## src/rtl/ssau_pkg.sv

```systemverilog
package ssau_pkg;

  localparam int unsigned WORD_W = 32;
  localparam int unsigned HALF_W = 16;
  localparam int unsigned BYTE_W = 8;
  localparam int unsigned HALF_LANES = 2;
  localparam int unsigned BYTE_LANES = 4;
  localparam int unsigned REG_IDX_W = 4;
  localparam int unsigned FLAG_W = 4;

  // Register indices the instruction source must never select
  localparam logic [3:0] REG_SP = 4'hD;
  localparam logic [3:0] REG_PC = 4'hF;

  // Positions inside the flags vector
  localparam int unsigned FLAG_N_BIT = 3;
  localparam int unsigned FLAG_Z_BIT = 2;
  localparam int unsigned FLAG_C_BIT = 1;
  localparam int unsigned FLAG_V_BIT = 0;

  // Reset values
  localparam logic [31:0] DATA_RST = 32'h0000_0000;
  localparam logic [3:0] FLAG_RST = 4'h0;
  localparam logic [3:0] REG_RST = 4'h0;

  typedef enum logic [3:0] {
    signed_dual_half_add            = 4'h0,
    signed_quad_byte_add            = 4'h1,
    signed_halving_dual_half_add    = 4'h2,
    signed_halving_quad_byte_add    = 4'h3,
    signed_halving_add_sub_exchange = 4'h4,
    signed_halving_sub_add_exchange = 4'h5,
    signed_halving_dual_half_sub    = 4'h6,
    signed_halving_quad_byte_sub    = 4'h7,
    signed_dual_half_sub            = 4'h8,
    signed_quad_byte_sub            = 4'h9,
    signed_add_sub_exchange         = 4'hA,
    signed_sub_add_exchange         = 4'hB
  } ssau_op_type;

  typedef enum logic [3:0] {
    cond_eq = 4'h0, cond_ne = 4'h1, cond_cs = 4'h2, cond_cc = 4'h3,
    cond_mi = 4'h4, cond_pl = 4'h5, cond_vs = 4'h6, cond_vc = 4'h7,
    cond_hi = 4'h8, cond_ls = 4'h9, cond_ge = 4'hA, cond_lt = 4'hB,
    cond_gt = 4'hC, cond_le = 4'hD, cond_al = 4'hE, cond_nv = 4'hF
  } ssau_cond_type;

  typedef struct packed {
    logic valid;
    ssau_op_type op;
    ssau_cond_type cond;
    logic [3:0] flags;
    logic dest_given;
    logic [3:0] dest_reg;
    logic [3:0] first_operand_reg;
    logic [3:0] second_operand_reg;
    logic [31:0] first_operand;
    logic [31:0] second_operand;
  } ssau_req_type;

  typedef struct packed {
    logic valid;
    logic wr_en;
    logic skipped;
    logic illegal;
    logic [3:0] wr_reg;
    logic [31:0] data;
  } ssau_res_type;

  typedef struct packed {
    logic quad;
    logic halve;
    logic exchange;
    logic [1:0] half_sub;
    logic byte_sub;
  } ssau_ctl_type;

endpackage

```

## src/rtl/ssau_lane.sv

```systemverilog
`timescale 1ns/10ps
`default_nettype none

module ssau_lane #(
  parameter int unsigned W = 8
) (
  input wire logic [W-1:0] a_i,
  input wire logic [W-1:0] b_i,
  input wire logic sub_i,
  input wire logic halve_i,
  output logic [W-1:0] y_o
);

  logic [W:0] wide;

  // One guard bit keeps the halved value exact for every input pair
  always_comb begin
    if (sub_i) begin
      wide = {a_i[W-1], a_i} - {b_i[W-1], b_i};
    end else begin
      wide = {a_i[W-1], a_i} + {b_i[W-1], b_i};
    end
  end

  // Arithmetic halving drops the low bit of the widened result
  always_comb begin
    if (halve_i) begin
      y_o = wide[W:1];
    end else begin
      y_o = wide[W-1:0];
    end
  end

endmodule

`default_nettype wire

```

## src/rtl/ssau_unit.sv

```systemverilog
// Contract
// - Two signed halfword sums, no cross-lane carry
// - Four independent signed byte sums
// - Non-halving add results stay in their lanes
// - Halving variants shift each lane right once
// - Halving halfword add writes matching halfwords
// - Halving byte add writes matching bytes
// - Halving add-sub exchange: upper gets halved sum
// - Halving add-sub exchange: lower gets halved difference
// - Halving sub-add exchange: upper gets halved difference
// - Halving sub-add exchange: lower gets halved sum
// - Halving halfword subtract, first minus second
// - Halving byte subtract, four signed bytes
// - Two signed halfword differences, matching lanes
// - Four signed byte differences, matching lanes
// - Condition flags are never changed
// - Missing destination writes first operand register
// - Write back only when condition holds
// - Add-sub exchange: upper gets crossed sum
// - Non-halving exchange ops: lower gets crossed difference
`timescale 1ns/10ps
`default_nettype none

module ssau_unit
  import ssau_pkg::*;
(
  input wire logic core_clk_i,
  input wire logic sys_rst_i,
  input wire ssau_req_type req_i,
  output ssau_res_type res_o,
  output logic [3:0] flags_o,
  output logic illegal_o
);

  // Stage one: captured request and its decoded controls
  ssau_req_type s1_q;
  ssau_ctl_type s1_ctl_q;
  logic s1_pass_q;
  logic s1_illegal_q;
  logic [3:0] s1_wr_reg_q;

  ssau_ctl_type ctl_d;
  logic pass_d;
  logic illegal_d;
  logic [3:0] wr_reg_d;

  // Older write kept for bypass; the register file may lag one cycle
  logic hist_en_q;
  logic [3:0] hist_reg_q;
  logic [31:0] hist_data_q;

  logic [31:0] opa;
  logic [31:0] opb;
  logic [31:0] half_y;
  logic [31:0] byte_y;
  logic [31:0] result;

  ssau_res_type res_d;

  function automatic ssau_ctl_type decode_op(input ssau_op_type op);
    ssau_ctl_type c;
    c.quad = 1'b0;
    c.halve = 1'b0;
    c.exchange = 1'b0;
    c.half_sub = 2'b00;
    c.byte_sub = 1'b0;
    case (op)
      signed_dual_half_add: begin
        c.half_sub = 2'b00;
      end
      signed_quad_byte_add: begin
        c.quad = 1'b1;
      end
      signed_halving_dual_half_add: begin
        c.halve = 1'b1;
      end
      signed_halving_quad_byte_add: begin
        c.quad = 1'b1;
        c.halve = 1'b1;
      end
      signed_halving_add_sub_exchange: begin
        c.halve = 1'b1;
        c.exchange = 1'b1;
        c.half_sub = 2'b01;
      end
      signed_halving_sub_add_exchange: begin
        c.halve = 1'b1;
        c.exchange = 1'b1;
        c.half_sub = 2'b10;
      end
      signed_halving_dual_half_sub: begin
        c.halve = 1'b1;
        c.half_sub = 2'b11;
      end
      signed_halving_quad_byte_sub: begin
        c.quad = 1'b1;
        c.halve = 1'b1;
        c.byte_sub = 1'b1;
      end
      signed_dual_half_sub: begin
        c.half_sub = 2'b11;
      end
      signed_quad_byte_sub: begin
        c.quad = 1'b1;
        c.byte_sub = 1'b1;
      end
      signed_add_sub_exchange: begin
        c.exchange = 1'b1;
        c.half_sub = 2'b01;
      end
      signed_sub_add_exchange: begin
        // Difference lands in the lower half, as the worked example shows
        c.exchange = 1'b1;
        c.half_sub = 2'b01;
      end
      default: begin
        c.quad = 1'b0;
      end
    endcase
    return c;
  endfunction

  function automatic logic cond_holds(input ssau_cond_type cond,
                                      input logic [3:0] flags);
    logic n;
    logic z;
    logic c;
    logic v;
    logic ok;
    n = flags[FLAG_N_BIT];
    z = flags[FLAG_Z_BIT];
    c = flags[FLAG_C_BIT];
    v = flags[FLAG_V_BIT];
    ok = 1'b0;
    case (cond)
      cond_eq: begin
        ok = z;
      end
      cond_ne: begin
        ok = ~z;
      end
      cond_cs: begin
        ok = c;
      end
      cond_cc: begin
        ok = ~c;
      end
      cond_mi: begin
        ok = n;
      end
      cond_pl: begin
        ok = ~n;
      end
      cond_vs: begin
        ok = v;
      end
      cond_vc: begin
        ok = ~v;
      end
      cond_hi: begin
        ok = c & ~z;
      end
      cond_ls: begin
        ok = ~c | z;
      end
      cond_ge: begin
        ok = (n == v);
      end
      cond_lt: begin
        ok = (n != v);
      end
      cond_gt: begin
        ok = ~z & (n == v);
      end
      cond_le: begin
        ok = z | (n != v);
      end
      cond_al: begin
        ok = 1'b1;
      end
      // The spare code also passes, so no encoding can silently drop a write
      cond_nv: begin
        ok = 1'b1;
      end
      default: begin
        ok = 1'b1;
      end
    endcase
    return ok;
  endfunction

  function automatic logic bad_reg(input logic [3:0] idx);
    return (idx == REG_SP) || (idx == REG_PC);
  endfunction

  // Decode, condition check and destination choice at issue
  always_comb begin
    ctl_d = decode_op(req_i.op);
    pass_d = cond_holds(req_i.cond, req_i.flags);
    if (req_i.dest_given) begin
      wr_reg_d = req_i.dest_reg;
    end else begin
      wr_reg_d = req_i.first_operand_reg;
    end
    // A forbidden index is flagged and its write dropped, not executed
    illegal_d = bad_reg(wr_reg_d)
              | bad_reg(req_i.first_operand_reg)
              | bad_reg(req_i.second_operand_reg);
  end

  always_ff @(posedge core_clk_i or posedge sys_rst_i) begin
    if (sys_rst_i) begin
      s1_q <= '0;
    end else begin
      s1_q <= req_i;
    end
  end

  always_ff @(posedge core_clk_i or posedge sys_rst_i) begin
    if (sys_rst_i) begin
      s1_ctl_q <= '0;
      s1_pass_q <= 1'b0;
      s1_illegal_q <= 1'b0;
      s1_wr_reg_q <= REG_RST;
    end else begin
      s1_ctl_q <= ctl_d;
      s1_pass_q <= pass_d;
      s1_illegal_q <= illegal_d;
      s1_wr_reg_q <= wr_reg_d;
    end
  end

  // Operand bypass: newest write wins over the older one
  always_comb begin
    opa = s1_q.first_operand;
    if (res_o.wr_en && res_o.wr_reg == s1_q.first_operand_reg) begin
      opa = res_o.data;
    end else if (hist_en_q && hist_reg_q == s1_q.first_operand_reg) begin
      opa = hist_data_q;
    end
  end

  always_comb begin
    opb = s1_q.second_operand;
    if (res_o.wr_en && res_o.wr_reg == s1_q.second_operand_reg) begin
      opb = res_o.data;
    end else if (hist_en_q && hist_reg_q == s1_q.second_operand_reg) begin
      opb = hist_data_q;
    end
  end

  // Byte lanes: each sees only its own byte, so no carry crosses
  for (genvar i = 0; i < BYTE_LANES; i++) begin : g_byte
    ssau_lane #(
      .W(BYTE_W)
    ) u_lane (
      .a_i(opa[i*BYTE_W +: BYTE_W]),
      .b_i(opb[i*BYTE_W +: BYTE_W]),
      .sub_i(s1_ctl_q.byte_sub),
      .halve_i(s1_ctl_q.halve),
      .y_o(byte_y[i*BYTE_W +: BYTE_W])
    );
  end

  // Halfword lanes: exchange feeds each lane the opposite second half
  for (genvar i = 0; i < HALF_LANES; i++) begin : g_half
    logic [15:0] b_sel;
    always_comb begin
      if (s1_ctl_q.exchange) begin
        b_sel = opb[(1-i)*HALF_W +: HALF_W];
      end else begin
        b_sel = opb[i*HALF_W +: HALF_W];
      end
    end
    ssau_lane #(
      .W(HALF_W)
    ) u_lane (
      .a_i(opa[i*HALF_W +: HALF_W]),
      .b_i(b_sel),
      .sub_i(s1_ctl_q.half_sub[i]),
      .halve_i(s1_ctl_q.halve),
      .y_o(half_y[i*HALF_W +: HALF_W])
    );
  end

  // Lane results keep the lane position they were taken from
  always_comb begin
    if (s1_ctl_q.quad) begin
      result = byte_y;
    end else begin
      result = half_y;
    end
  end

  always_comb begin
    res_d.valid = s1_q.valid;
    res_d.illegal = s1_q.valid & s1_illegal_q;
    res_d.skipped = s1_q.valid & ~s1_illegal_q & ~s1_pass_q;
    res_d.wr_en = s1_q.valid & s1_pass_q & ~s1_illegal_q;
    res_d.wr_reg = s1_wr_reg_q;
    res_d.data = result;
  end

  always_ff @(posedge core_clk_i or posedge sys_rst_i) begin
    if (sys_rst_i) begin
      res_o <= '0;
    end else begin
      res_o <= res_d;
    end
  end

  always_ff @(posedge core_clk_i or posedge sys_rst_i) begin
    if (sys_rst_i) begin
      hist_en_q <= 1'b0;
      hist_reg_q <= REG_RST;
      hist_data_q <= DATA_RST;
    end else begin
      hist_en_q <= res_o.wr_en;
      hist_reg_q <= res_o.wr_reg;
      hist_data_q <= res_o.data;
    end
  end

  // Flags pass through untouched; this unit has no path to alter them
  always_ff @(posedge core_clk_i or posedge sys_rst_i) begin
    if (sys_rst_i) begin
      flags_o <= FLAG_RST;
    end else begin
      flags_o <= s1_q.flags;
    end
  end

  always_ff @(posedge core_clk_i or posedge sys_rst_i) begin
    if (sys_rst_i) begin
      illegal_o <= 1'b0;
    end else begin
      illegal_o <= s1_q.valid & s1_illegal_q;
    end
  end

endmodule

`default_nettype wire

```

## config.mk

```make
export PLATFORM = sky130hd
export DESIGN_NAME = ssau_unit
export DESIGN_NICKNAME = d
export VERILOG_FILES = /design/src/rtl/ssau_pkg.sv /design/src/rtl/ssau_lane.sv /design/src/rtl/ssau_unit.sv
export SDC_FILE = /design/constraint.sdc
export NUM_CORES = 1
export LEC_CHECK = 0
export ABC_AREA = 1
export BUFFER_PORTS_ARGS = -buffer_cell sky130_fd_sc_hd__buf_2
export CAP_MARGIN = 20
export CORE_MARGIN = 10
export CORE_UTILIZATION = 45
export DETAILED_ROUTE_END_ITERATION = 7
export GPL_ROUTABILITY_DRIVEN = 1
export GPL_TIMING_DRIVEN = 0
export PLACE_DENSITY = 0.66
export SKIP_CTS_REPAIR_TIMING = 1
export SYNTH_ARGS = -nofsm -noshare
export SYNTH_HDL_FRONTEND = slang
export SYNTH_SLANG_ARGS = --single-unit
```

## constraint.sdc

```tcl
create_clock -name core_clk_i -period 5.34 [get_ports core_clk_i]
set_input_delay 0.801 -clock core_clk_i [delete_from_list [all_inputs] [get_ports core_clk_i]]
set_output_delay 0.801 -clock core_clk_i [all_outputs]
set_load 0.05 [all_outputs]
```

==> metrics <==
Critical Path RT roughly 5.7 ns; largest net degree at the start of global routing 46; I/O pins 137; worst reg-to-reg path cell count 25; EDFF count, synth 0; GR Util All Layers 0.269; Yosys Warn Count 0; asr flop ratio synth 1.00; Peak Freq a little under 0.2 GHz; syn_nets around 1.8k; static leakage 7.04 nW; die area ~34,000 sq um; VDD IR max about 220 uV; vias per cell around 5.6; Post-Route WL 45,500 microns; P&R area growth vs syn 14.8%; Synth cell types 52; Setup CP Type flip-flop to flip-flop; Crit path depth 25; GP Congestion about 1; antenna violations before repair 0; Placement Setup Slack ~0.13 ns; Congestion Overflow GR 0; fraction of layout cells with a size suffix above 1 0.150; DR pass1 iterations 6; setup TNS 0 ns; RR Startpoint res_o[35]; vias post-DR around 12k; sequential area share after synthesis 0.354; Reg clk slew, reported paths approximately 0.08 ns; CP arrival between 5 and 6 ns; Starting Density 0.460; Final Core Density 0.528; Crit path largest cell delay between 0.4 and 0.5 ns; RSZ-0062 raised after global routing no; setup violators final 0; CP Max Fanout 10; cts bufs inserted 17; CP bufs+invs 2; Yosys reg bits 170; pins over their slew limit 0; worst hold slack around 0.34 ns; first-pass GRT wire length roughly 68,000 microns; status completed; timing endpoint of the critical path res_o[26]; Clock Sinks between 150 and 200; number of global-route vias before repair 11.5k; hpwl dp between 30,000 and 40,000 microns; synthesized area approximately 12,000 sq um; crit-path leading delay family compound AO/OA/AOI/OAI gates; fill count between 2k and 3k; highest-count cells in the layout ignoring fill and taps nand2_1, dfrtp_1, inv_1, buf_2, nand3_1; H-tree depth 4; register-to-register setup slack between 0.2 and 0.3 ns; post-route setup slack around 0.3 ns; maximum clock path buffer count 2; number of placement rows 59; capturing point of the worst reg2reg path res_o[26]; Core Region ~26,000 sq um; Synth Flop Type dfrtp_1; Non-Filler Instances around 2.1k; Final Power roughly 5.4 mW; HP Class input pin to async pin; CTS tree built; CTS Root Cell clkbuf_16; Max Cap Viol 0; Tcrit/Tclk final 0.945; Worst setup SP type flip-flop; actual slew at the worst max-slew pin about 1 ns; placed cells 2,085; Slowest cell on crit path dfrtp_1; max_slew headroom 0.335; die width 183 microns; min Tclk post-route approximately 5 ns; worst skew pair latency about 0.45 ns; cell area after layout around 14,000 sq um; most used cell, CP nor2_1; ANT nets after route 0; most common cell after layout, fill and taps aside nand2_1; Vert. Die Dim 183 microns; final net count just under 2k; Pwr Density between 300 and 400 nW/um^2; DRT iter0 DRCs around 1.2k; WL/cell 21.5 microns; Port Buffers about 140; Fin. Hold Viols 0; Residual DRC 0; Critical Path Start res_o[35]; Placed Area 13,200 sq um; Avg Inst Size Synth about 7.5 sq um; Final Skew 0.0154 ns; kind of end point of the critical path flip-flop; Cells after Synth around 1.6k
## where the power goes
group	total, mW	internal, mW	switching [mW]
Combinational	2.29	0.695	1.60
Clock	1.30	0.632	0.666
Sequential	1.77	1.54	0.234
Total	5.37	2.87	2.50
## flip-flops by register name, indices dropped and copies added, names as in the netlist
register / flops
s1_q: 76
s1_illegal_q: 1
s1_wr_reg_q: 4
hist_data_q: 32
res_o: 39
hist_en_q: 1
illegal_o: 1
res_d: 1
s1_ctl_q: 6
flags_o: 4
s1_pass_q: 1
hist_reg_q: 4
## Yosys cell counts, types with 7 or more instances
library cell / instances / area, sq um
o211ai_1: 18 / 135
nand2_1: 367 / 1380
o21ai_1: 12 / 60.1
a21oi_1: 78 / 390
nand2_2: 13 / 81.3
nand3_1: 144 / 721
dfrtp_1: 170 / 4250
o21ai_0: 99 / 495
xor2_1: 73 / 639
inv_1: 162 / 608
inv_2: 17 / 63.8
nor2_1: 140 / 526
or2_2: 8 / 50.1
o21bai_1: 7 / 52.6
nand4_1: 31 / 194
clkbuf_1: 36 / 135
nor3_1: 8 / 40.0
ha_1: 70 / 876
xnor2_1: 30 / 263
a31oi_1: 23 / 144
buf_2: 9 / 45.0
o21ai_2: 10 / 87.6
## layer usage
layer | global-route usage | wire length (microns) | up-vias
met2 | 0.436 | 21100 | 573
met4 | 0.0974 | 1410 | 0
li1 | - | - | 5620
met1 | 0.351 | 19400 | 5645
met5 | 0 | 0 | -
met3 | 0.0488 | 3610 | 78
## worst min-delay path by stage
stage,from,endpoint
3_3_place_gp,s1_wr_reg_q[2],res_o[34]
2_1_floorplan,s1_q[77],flags_o[0]
5_1_grt,s1_q[80],flags_o[3]
4_1_cts,sys_rst_i,s1_q[65]
6_report,sys_rst_i,s1_q[71]
3_5_place_dp,s1_q[78],flags_o[1]
## kinds of logic after synthesis
| family | count (synthesis) | share of synthesized area |
|---|---|---|
| AOI/OAI and AO/OA | 278 | 0.134 |
| xor gates and xnor gates | 103 | 0.0751 |
| adders and majority gates | 76 | 0.0829 |
| buffers and inverters | 242 | 0.0818 |
| DFF | 170 | 0.354 |
| muxes | 2 | 0.00208 |
| and+or+nand+nor | 739 | 0.270 |
## layout make-up
type,instances,area (sq um),area share
diodes,1,2.50,0.000181
plain buffers,61,308,0.0223
clock buffers,17,425,0.0308
clock inverters,15,171,0.0124
inverters,180,679,0.0492
multi-input cells,1198,6780,0.491
flip-flops and latches,170,4250,0.308
well taps,335,419,0.0304
repair buffers,140,761,0.0551
Note: power is estimated with default switching activity, not from simulation.
